==> config.mk <==
export PLATFORM = sky130hd
export DESIGN_NAME = nao_alu
export DESIGN_NICKNAME = d
export VERILOG_FILES = /design/src/nao_pkg.sv /design/src/nao_alu.sv /design/src/nao_nibble_adder.sv
export SDC_FILE = /design/constraint.sdc
export NUM_CORES = 1
export LEC_CHECK = 0
export BUFFER_PORTS_ARGS = -buffer_cell sky130_fd_sc_hd__buf_4
export CAP_MARGIN = 10
export CORE_UTILIZATION = 56
export DETAILED_ROUTE_END_ITERATION = 10
export PLACE_DENSITY = 0.86
export SYNTH_ARGS = -nofsm -noshare
export SYNTH_HDL_FRONTEND = slang
export SYNTH_HIERARCHICAL = 1
export SYNTH_SLANG_ARGS = --single-unit
==> constraint.sdc <==
create_clock -name clock_in -period 4.1 [get_ports clock_in]
set_clock_uncertainty 0.1 [all_clocks]
set_input_delay 0.82 -clock clock_in [delete_from_list [all_inputs] [get_ports clock_in]]
set_output_delay 0.82 -clock clock_in [all_outputs]
set_load 0.01 [all_outputs]
==> src/nao_pkg.sv <==
// Package for the nibble operation unit: operation codes, widths, reset values.
// Assumes a single 100 MHz clock and the core sequencer as the only user.
package nao_pkg;

   // -----------------------------------------------------------------
   // Widths and reset values
   // -----------------------------------------------------------------
   localparam int          NAO_NIB_W      = 4;
   localparam int          NAO_ADDR_W     = 9;
   localparam logic [3:0]  NAO_WORK_RST   = 4'h0;
   localparam logic        NAO_CARRY_RST  = 1'b0;
   localparam logic [8:0]  NAO_INDEX_RST  = 9'h000;
   localparam logic [3:0]  NAO_IMM_MAX    = 4'hf;

   // Operation selected by the sequencer.
   typedef enum logic [3:0] {
      NAO_OP_SUB,
      NAO_OP_ADDNC,
      NAO_OP_AND,
      NAO_OP_XOR,
      NAO_OP_OR,
      NAO_OP_ADDIC,
      NAO_OP_SUBIB,
      NAO_OP_ADD_IMM,
      NAO_OP_MINUS_IMM,
      NAO_OP_ADDINC,
      NAO_OP_MASKI,
      NAO_OP_XORI,
      NAO_OP_MERGEI
   } nao_op_t;

   // One instruction as issued by the sequencer.
   typedef struct packed {
      nao_op_t              op;
      logic                 indexed;     // Operand address from index pointer.
      logic                 post_inc;    // Advance the index pointer afterwards.
      logic                 write_back;  // Starred form: also store the result.
      logic [8:0]           direct_addr; // Address field for direct forms.
      logic [3:0]           imm;         // Immediate nibble.
   } nao_instr_t;

   // Write request to data memory or the working register.
   typedef struct packed {
      logic                 mem_we;
      logic                 reg_we;
      logic [8:0]           addr;
      logic [3:0]           data;
   } nao_wr_t;

endpackage

==> src/nao_alu.sv <==
// Nibble operation unit: arithmetic and logic between the work nibble and a
// memory operand, or a working register and an immediate, with carry flag and index pointer.
// Assumes the sequencer presents an instruction with valid for one cycle and
// returns the operand (read at mem_addr_out) in the same cycle, combinationally.
//
// Operation
// RULE1: memory subtract gives operand plus inverted work nibble plus one.
// RULE2: flag-affecting arithmetic updates carry_flag from the operation's carry.
// RULE3: starred memory forms store the result into work nibble and memory.
// RULE4: hash forms increment the index pointer after the operation.
// RULE5: indexed forms take the operand address from the index pointer.
// RULE6: add-no-carry forms add but leave carry_flag untouched.
// RULE7: AND loads work nibble with operand AND work nibble.
// RULE8: XOR loads work nibble with operand XOR work nibble.
// RULE9: OR loads work nibble with operand OR work nibble.
// RULE10: immediate forms take a four-bit immediate, zero through fifteen.
// RULE11: add-immediate-carry sums register, immediate and carry, updating carry.
// RULE12: subtract-immediate-borrow adds register, inverted immediate and carry.
// RULE13: add-immediate sums register and immediate, updating carry.
// RULE14: minus-immediate adds register, inverted immediate and one, updating carry.
// RULE15: mask, xor and merge immediates apply AND, XOR, OR with register.
// RULE16: starred immediate forms also write the working register back.
// RULE17: operands are four bits; carry is bit-three carry out, set means no borrow.
`timescale 1ns/1ns
module nao_alu
   import nao_pkg::*;
#(
   parameter int NIB_W  = 4,
   parameter int ADDR_W = 9
) (
   // Clock and reset.
   input  wire logic                  clock_in,
   input  wire logic                  rst_b_in,
   // Instruction from the sequencer.
   input  wire logic                  instr_valid_in,
   input  wire nao_pkg::nao_instr_t   instr_in,
   // Operand path.
   input  wire logic [NIB_W-1:0]      mem_rdata_in,
   input  wire logic [NIB_W-1:0]      reg_rdata_in,
   output logic      [ADDR_W-1:0]     mem_addr_out,
   // Index pointer load from the sequencer.
   input  wire logic                  index_load_in,
   input  wire logic [ADDR_W-1:0]     index_value_in,
   // Results.
   output nao_pkg::nao_wr_t           wr_out,
   output logic      [NIB_W-1:0]      work_nibble_out,
   output logic                       carry_flag_out,
   output logic      [ADDR_W-1:0]     index_pointer_out,
   output logic                       done_out
);
   import nao_pkg::*;

   // -----------------------------------------------------------------
   // Elaboration checks
   // -----------------------------------------------------------------
   if (NIB_W != NAO_NIB_W) begin : g_bad_width
      $error("nao_alu supports a four-bit nibble only");
   end
   if (ADDR_W != NAO_ADDR_W) begin : g_bad_addr
      $error("nao_alu address width must match the package");
   end

   // -----------------------------------------------------------------
   // State
   // -----------------------------------------------------------------
   logic [3:0] work_nibble_r;
   logic [3:0] work_nibble_nxt;
   logic       carry_flag_r;
   logic       carry_flag_nxt;
   logic [8:0] index_pointer_r;
   logic [8:0] index_pointer_nxt;
   nao_wr_t    wr_r;
   nao_wr_t    wr_nxt;
   logic       done_r;

   // -----------------------------------------------------------------
   // Decode
   // -----------------------------------------------------------------
   nao_op_t    op;
   logic       is_imm;
   logic       is_sub_mem;
   logic       is_add_imm;
   logic       uses_carry_in;
   logic       invert_b;
   logic       flag_update;
   logic       is_logic;

   // Immediate forms are every code from the carry-add immediate onward.
   assign op          = instr_in.op;
   assign is_imm      = (op >= NAO_OP_ADDIC);
   assign is_sub_mem  = (op == NAO_OP_SUB);
   assign is_add_imm  = (op == NAO_OP_ADD_IMM);
   assign uses_carry_in = (op == NAO_OP_ADDIC) || (op == NAO_OP_SUBIB);
   assign invert_b    = (op == NAO_OP_SUBIB) || (op == NAO_OP_MINUS_IMM);
   assign is_logic    = (op == NAO_OP_AND) || (op == NAO_OP_XOR) || (op == NAO_OP_OR)
                     || (op == NAO_OP_MASKI) || (op == NAO_OP_XORI) || (op == NAO_OP_MERGEI);
   // Add-no-carry forms and logic ops keep the flag. [RULE6] [RULE2]
   assign flag_update = !is_logic && (op != NAO_OP_ADDNC) && (op != NAO_OP_ADDINC);

   // -----------------------------------------------------------------
   // Operand selection
   // -----------------------------------------------------------------
   logic [3:0] opa;
   logic [3:0] opb;
   logic       cin;
   logic [3:0] sum;
   logic       cout;
   logic [3:0] result;
   logic [8:0] operand_addr;

   // Indexed forms address memory through the pointer. [RULE5]
   assign operand_addr = instr_in.indexed ? index_pointer_r : instr_in.direct_addr;
   assign mem_addr_out = operand_addr;

   // Memory subtract: operand + ~work + 1. [RULE1]
   // Immediate forms operate on the working register and the immediate nibble. [RULE10]
   assign opa = is_imm ? reg_rdata_in : mem_rdata_in;
   assign opb = is_imm ? (invert_b ? ~instr_in.imm : instr_in.imm)
                       : (is_sub_mem ? ~work_nibble_r : work_nibble_r);
   // Carry in: flag for the carry forms, one for the subtracts. [RULE11] [RULE12] [RULE14]
   assign cin = uses_carry_in ? carry_flag_r
              : (is_sub_mem || (op == NAO_OP_MINUS_IMM));

   // Shared four-bit adder; its carry out is the flag source. [RULE17]
   nao_nibble_adder #(
      .W         (NAO_NIB_W)
   ) u_adder (
      .a_in      (opa),
      .b_in      (opb),
      .c_in      (cin),
      .sum_out   (sum),
      .carry_out (cout)
   );

   // Result multiplexer for the logic and arithmetic groups.
   always_comb begin
      unique case (op)
         NAO_OP_AND:    result = mem_rdata_in & work_nibble_r;     // [RULE7]
         NAO_OP_XOR:    result = mem_rdata_in ^ work_nibble_r;     // [RULE8]
         NAO_OP_OR:     result = mem_rdata_in | work_nibble_r;     // [RULE9]
         NAO_OP_MASKI:  result = reg_rdata_in & instr_in.imm;      // [RULE15]
         NAO_OP_XORI:   result = reg_rdata_in ^ instr_in.imm;      // [RULE15]
         NAO_OP_MERGEI: result = reg_rdata_in | instr_in.imm;      // [RULE15]
         default:       result = sum;                              // [RULE13]
      endcase
   end

   // -----------------------------------------------------------------
   // Next-state logic
   // -----------------------------------------------------------------
   // Each taken instruction loads the work nibble with the result; write-backs follow the star.
   always_comb begin
      work_nibble_nxt   = work_nibble_r;
      carry_flag_nxt    = carry_flag_r;
      index_pointer_nxt = index_pointer_r;
      wr_nxt            = '0;
      if (instr_valid_in) begin
         work_nibble_nxt = result;
         if (flag_update) begin
            carry_flag_nxt = cout;                                  // [RULE2]
         end
         if (instr_in.write_back) begin
            wr_nxt.mem_we = !is_imm;                                // [RULE3]
            wr_nxt.reg_we = is_imm;                                 // [RULE16]
            wr_nxt.addr   = is_imm ? 9'h000 : operand_addr;
            wr_nxt.data   = result;
         end
         // Pointer moves only after the operand address has been used. [RULE4]
         if (!is_imm && instr_in.indexed && instr_in.post_inc) begin
            index_pointer_nxt = index_pointer_r + 9'h001;
         end
      end else if (index_load_in) begin
         index_pointer_nxt = index_value_in;
      end
   end

   // -----------------------------------------------------------------
   // Registers
   // -----------------------------------------------------------------
   // A sequencer load is ignored in an instruction cycle, which avoids two
   // writers to the pointer in one edge.
   always_ff @(posedge clock_in or negedge rst_b_in) begin
      if (!rst_b_in) begin
         work_nibble_r   <= NAO_WORK_RST;
         carry_flag_r    <= NAO_CARRY_RST;
         index_pointer_r <= NAO_INDEX_RST;
         wr_r            <= '0;
         done_r          <= 1'b0;
      end else begin
         work_nibble_r   <= work_nibble_nxt;
         carry_flag_r    <= carry_flag_nxt;
         index_pointer_r <= index_pointer_nxt;
         wr_r            <= wr_nxt;
         done_r          <= instr_valid_in;
      end
   end

   // The result outputs come straight from the registers.
   assign wr_out            = wr_r;
   assign work_nibble_out   = work_nibble_r;
   assign carry_flag_out    = carry_flag_r;
   assign index_pointer_out = index_pointer_r;
   assign done_out          = done_r;
endmodule

==> src/nao_nibble_adder.sv <==
// Four-bit adder with carry in and carry out.
// Assumes operands are already complemented by the caller where needed.
`timescale 1ns/1ns
module nao_nibble_adder #(
   parameter int W = 4
) (
   // Operands.
   input  wire logic [W-1:0] a_in,
   input  wire logic [W-1:0] b_in,
   input  wire logic         c_in,
   // Result.
   output logic      [W-1:0] sum_out,
   output logic              carry_out
);

   // -----------------------------------------------------------------
   // Sum
   // -----------------------------------------------------------------
   logic [W:0] wide;

   // The carry is the bit above the top of the nibble.
   assign wide      = {1'b0, a_in} + {1'b0, b_in} + {{W{1'b0}}, c_in};
   assign sum_out   = wide[W-1:0];
   assign carry_out = wide[W];

endmodule

## Word level (Yosys, flattened, before mapping)

Cells that the tools add are included.

- Add/subtract/negate cells: 3
- $lt $le $gt $ge: 1
- Equality and inequality tests: 12
- Multiplexer cells: 13
- Bitwise operators: 8
- Reduce and logical (&&, ||, !) cells: 18

Operators by type and width:

| cell | number |
|---|---|
| 2-to-1 mux 9 bit | 5 |
| 2-to-1 mux 15 bit | 2 |
| case mux 4 bit (6 select lines) | 1 |
| equality test 4 bit, second input constant | 4 |
| 2-to-1 mux 4 bit | 4 |
| equality test 4 x 3 -> 1 bit, second input constant | 3 |
| adder 9 x 1 -> 9 bit, second input constant | 1 |
| bitwise AND 4 bit | 2 |
| equality test 4 x 2 -> 1 bit, second input constant | 2 |
| logical OR 1 bit | 8 |
| inverter 4 bit | 2 |
| bitwise OR 4 bit | 2 |
| XOR 4 bit | 2 |
| adder 4 x 4 -> 5 bit | 1 |
| adder 5 x 1 -> 5 bit | 1 |
| >= comparator 4 x 3 -> 1 bit, second input constant | 1 |
| logical AND 1 bit | 4 |
| logical NOT 4 bit | 1 |
| != test 4 x 1 -> 1 bit, second input constant | 1 |
| != test 4 bit, second input constant | 1 |
| AND reduction 2 bit | 2 |
| logical NOT 1 bit | 2 |
| != test 2 x 1 -> 1 bit, second input constant | 1 |
| nonzero test 2 bit | 1 |
| 2-to-1 mux 1 bit | 1 |

- Register bits: 30
- Input port bits: 41
- Output and inout port bits: 39
- Logic and storage cells: 63

## Logic depth before layout (Yosys ltp)

- Word-level depth: 10
- Depth in mapped cells: 15

## By module

The synthesis kept the hierarchy.

By module, submodules not included:

| module | instances | cells each | area each (um^2) |
|---|---|---|---|
| nao_alu | 1 | 268 | 2423.6 |
| nao_nibble_adder | 1 | 16 | 143.9 |

## Least setup slack after synthesis

OpenSTA, ideal clock, no wires.

- Kind: input-to-reg
- Start: input port instr_in[17] in the netlist's numbering
- End: register work_nibble_r[2] (netlist: work_nibble_out[2])
- Data arrival time: 3090 ps
- Data required time: 3923 ps
- Path slack: 833 ps
- Stages on the path: 15
- Cell sequence: buf_6 -> buf_6 -> buf_2 -> nand2_1 -> o21ai_0 -> a221o_1 -> a21oi_1 -> fa_1 -> inv_1 -> fa_1 -> xnor2_1 -> inv_1 -> o32ai_1 -> nor4_1 -> a21oi_1

- Cells in the longest elaborated chain, start to end: 7

RTL lines:

| element | RTL line | RTL |
|---|---|---|
| start: declaration | nao_alu.sv:36 | `input wire nao_pkg::nao_instr_t instr_in,` |
| equality test 4 x 3 -> 1 bit / equality test 4 bit (equally long branches) | nao_alu.sv:94 | `assign invert_b = (op == NAO_OP_SUBIB) \|\| (op == NAO_OP_MINUS_IMM);` |
| logical OR 1 bit | nao_alu.sv:94 |  |
| 2-to-1 mux 4 bit | nao_alu.sv:118 | `assign opb = is_imm ? (invert_b ? ~instr_in.imm : instr_in.imm)` |
| 2-to-1 mux 4 bit (*) | nao_alu.sv:118 |  |
| named net opb[0] | nao_alu.sv:104 | `logic [3:0] opb;` |
| adder 4 x 4 -> 5 bit (*) | nao_nibble_adder.sv:22 | `assign wide = {1'b0, a_in} + {1'b0, b_in} + {{W{1'b0}}, c_in};` |
| adder 5 x 1 -> 5 bit (*) | nao_nibble_adder.sv:22 |  |
| named net sum[2] | nao_alu.sv:106 | `logic [3:0] sum;` |
| case mux 4 bit (6 select lines) (*) | nao_alu.sv:137 | `unique case (op)` |
| end signal: assignment | nao_alu.sv:190 | `work_nibble_r <= work_nibble_nxt;` |
| end: declaration | nao_alu.sv:66 | `logic [3:0] work_nibble_r;` |

Mark *: on every way through the listed nets, which the timed path passes. The rest lies on a longest branch.
A chain may end at the register's enable or synchronous reset.

## Worst setup path in the final report

- Start: input port instr_in[17] in the netlist's numbering
- End: register work_nibble_r[1] (netlist: work_nibble_out[1])

RTL lines:

| element | RTL line | RTL |
|---|---|---|
| >= comparator 4 x 3 -> 1 bit | nao_alu.sv:90 | `assign is_imm = (op >= NAO_OP_ADDIC);` |
| 2-to-1 mux 4 bit | nao_alu.sv:117 | `assign opa = is_imm ? reg_rdata_in : mem_rdata_in;` |
| named net opa[0] | nao_alu.sv:103 | `logic [3:0] opa;` |
| adder 4 x 4 -> 5 bit | nao_nibble_adder.sv:22 |  |
| adder 5 x 1 -> 5 bit | nao_nibble_adder.sv:22 |  |
| named net sum[1] | nao_alu.sv:106 |  |
| case mux 4 bit (6 select lines) | nao_alu.sv:137 |  |

The timed path passes the listed nets, and every way through them passes these cells.

==> summary.md <==
| Metric | Value |
|---|---|
| Clock Pin Slew Worst Setup and Hold Paths | roughly 0.07 ns |
| Placed cells | 400 |
| GRT met2 Usage | 0.4477 |
| F_max | between 200 and 300 MHz |
| Post-synthesis net count | 347 |
| Max_slew headroom | 0.7450 |
| Final std cells w/o fill | between 400 and 500 |
| Routed WL | roughly 6500 µm |
| Highest-count cells in the layout ignoring fill and taps | buf_4, dfrtp_1, inv_1 |
| LEAKAGE | 1.554 nW |
| Clock root cell | clkbuf_8 |
| Count of routing violations after the opening detailed-route iteration | 191 |
| Initial core utilization | 0.5856 |
| Cell depth of the worst flop-to-flop path | 12 |
| R2R Path Start | work_nibble_out[0]$_DFFE_PN0P_ |
| Crit path DAT | around 3.6 ns |
| Critical path capture point type | flop |
| Max clock buf depth | 2 |
| Hold-fix buffers, CTS | 0 |
| Library cells used by synthesis | 60 |
| Layout cell share with drive strength beyond 1 | 0.3174 |
| DR WL/cell | roughly 16 µm |
| Syn-to-layout area delta | 25.10% |
| Peak fanout along the critical path | 29 |
| Top Ports | 80 |
| Met3 usage | 0.07994 |
| GR peak layer | met2 |
| Ys async rst share | 1.000 |
| CP max-delay cell | fa_1 |
| Total track usage | 0.2747 |
| ANT nets after route | 0 |
| CTS tree | built |
| R2r setup slk | 1.36 ns |
| Sequential share of the synthesized area | 0.2924 |
| Clock latency on the worst-skew pair | 0.28 ns |
| Final #Nets | around 420 |
| Seq pwr share | 0.376 |
| Hold Vio Cnt, Final | 0 |
| Bufs and invs on worst path | 4 |
| Setup violations, final | 0 |
| Postcts setup bufs | 0 |
| Die height | 69.71 µm |
| Initial antenna violation count | 0 |
| Slew Limit Fails | 0 |
| Commonest non-fill, non-tap cell in the layout | buf_4 |
| Final min period | 3.440 ns |
| Die area | a little under 5000 µm² |
| Critical path type | primary input to flop |
| Clk network pwr share | 0.234 |
| Drt via density | just under 6 |
| Clock sinks | 30 |
| Die W | roughly 70 µm |
| Vias in the first global route | between 2000 and 2500 |
| Worst setup SP type | primary input |
| CTS buffer count | 5 |
| PortBufs | 79 |
| Comb power frac | 0.390 |
| Largest net degree at the start of global routing | 33 |
| DP Wirelength | 4859 µm |
| Post-Synthesis Cells | approximately 280 |
| Antenna fix cells | 0 |
| Post-synth EDFFs | 0 |
| Maximum level of the CTS H-tree | 2 |
| Via count | about 2400 |
| Most Frequent Cell on Critical Path | inv_1 |
| Number of iterations in the first detailed-routing pass | 4 |
| Int Power | roughly 670 µW |
| Ys Warns | 6 |
| GRT overflow | 0 |
| Critical-path cell list | buf_4, o21a_2, nor2_2, o21ai_0, fa_1, inv_1, fa_1, inv_1, inv_1, o32ai_1, a221oi_1, a21oi_1 |
| Min-Delay Path Class | primary input to asynchronous set/reset pin |
| P_sw | about 360 µW |
| Num rows | 24 |
| Worst path max stage delay | around 0.48 ns |
| RSZ-0062 raised after global routing | false |
| Synth Register Bits | 30 |
| CTS resizes | 0 |
| VDD IR-drop max | approximately 0.23 mV |
| Worst EP required | 4.21 ns |
| Gpl congestion | between 0.9 and 1 |
| Syn Area/Cell | approximately 9.0 µm² |
| Crit path max-delay family | compound AO/OA/AOI/OAI gates |
| Max-cap violations | 0 |
| Global routing usage on met1 | 0.3598 |
| Outcome | finished, final reports clean |
| DRC violations left | 0 |
| First-pass GRT wire length | about 11000 µm |
| Critical R2R Capture | work_nibble_out[1]$_DFFE_PN0P_ |
| Overall power | just over 1 mW |
| Period utilization | 0.8390 |
| Core area | about 4400 µm² |
| Switching part of the total | 0.3510 |
| Post-synth top flop | dfrtp_1 |
| Worst-margin pin slew | roughly 0.38 ns |
| Synthesized area | 2567 µm² |
| Setup TNS | 0 ns |
| Power per Cell Area | between 300 and 400 nW/µm² |
## registers in the layout (all words and copies together) (netlist names)
signal and flops:
index_pointer_out 9, done_out 1, carry_flag_out 1, wr_out 15, work_nibble_out 4
## worst reg2reg max path, stage by stage (launching register included)
cell	delay, ns
dfrtp_1	0.46
nor3_1	0.21
a21oi_1	0.08
o22ai_1	0.15
a21oi_1	0.08
fa_1	0.43
inv_1	0.09
fa_1	0.42
inv_1	0.07
inv_1	0.03
o32ai_1	0.27
a221oi_1	0.10
a21oi_1	0.18
## Yosys cell counts, types with 5 or more instances
cell type / n / area share
mux2_2: 10 / 0.044
nand2_1: 12 / 0.018
nor2b_1: 14 / 0.034
o21ai_0: 7 / 0.014
nor3b_1: 5 / 0.015
inv_1: 28 / 0.041
ha_1: 20 / 0.097
dfrtp_1: 30 / 0.29
nand3_1: 7 / 0.014
o22ai_1: 5 / 0.012
nor2_1: 19 / 0.028
nand3b_1: 8 / 0.023
mux2i_1: 5 / 0.019
nand2b_1: 9 / 0.022
buf_2: 6 / 0.012
a21oi_1: 17 / 0.033
## cell type report
class / instances / area (µm²)
Clock buffer: 7 / 86.33
Clock inverter: 1 / 5.005
Fill cell: 345 / 1172
Timing Repair Buffer: 79 / 593.1
Inverter: 28 / 105.1
Tap cell: 52 / 65.06
Sequential cell: 30 / 750.7
Multi-Input combinational cell: 211 / 1607
## logic make-up after synthesis
| kind of cell | synth area share |
|---|---|
| AND/OR/NAND/NOR | 0.2593 |
| flip-flops | 0.2924 |
| XOR/XNOR | 0.01024 |
| buffers and inverters | 0.08187 |
| adder cells (fa/ha/maj) | 0.1131 |
| AO/OA/AOI/OAI | 0.1798 |
| multiplexers | 0.06335 |
## power groups by stage
| stage | clock [mW] | sequential [mW] | combinational [mW] |
|---|---|---|---|
| 2_1_floorplan | 0 | 0.392 | 0.232 |
| 3_3_place_gp | 0 | 0.389 | 0.387 |
| 3_5_place_dp | 0 | 0.390 | 0.399 |
| 4_1_cts | 0.245 | 0.386 | 0.402 |
| 5_1_grt | 0.264 | 0.392 | 0.444 |
| 6_report | 0.242 | 0.388 | 0.402 |
## worst max path at each step
stage / from / to / slack (ns) / cells past startpoint
after floorplan: instr_in[17] / work_nibble_out[2]$_DFFE_PN0P_ / 0.83 / 15
after global placement: instr_in[17] / work_nibble_out[1]$_DFFE_PN0P_ / 0.55 / 12
after detailed placement: instr_in[17] / work_nibble_out[1]$_DFFE_PN0P_ / 0.44 / 12
after CTS: instr_in[17] / work_nibble_out[1]$_DFFE_PN0P_ / 0.68 / 12
after global routing: instr_in[17] / work_nibble_out[1]$_DFFE_PN0P_ / 0.53 / 12
final: instr_in[17] / work_nibble_out[1]$_DFFE_PN0P_ / 0.66 / 12
## metal layers
metal | vias up | wire (µm) | share of wire
li1 | 1162 | - | -
met1 | 1127 | 2961 | 0.46
met2 | 76 | 3117 | 0.48
met3 | 9 | 338 | 0.052
met4 | 0 | 83 | 0.013
met5 | - | 0 | 0
## per-stage QoR
step / utilization / instance area (µm²) / worst slack (ns) / hold WS (ns)
6_report: 0.7326 / 3212 / 0.6602 / 0.3524
5_1_grt: 0.7326 / 3212 / 0.5314 / 0.3723
4_1_cts: 0.7326 / 3212 / 0.6812 / 0.3631
3_5_place_dp: 0.7118 / 3120 / 0.4413 / 0.4792
3_3_place_gp: 0.7118 / 3120 / 0.5529 / 0.4431
2_1_floorplan: - / 2567 / 0.8328 / 0.4244
(Power assumes the default switching activity.)
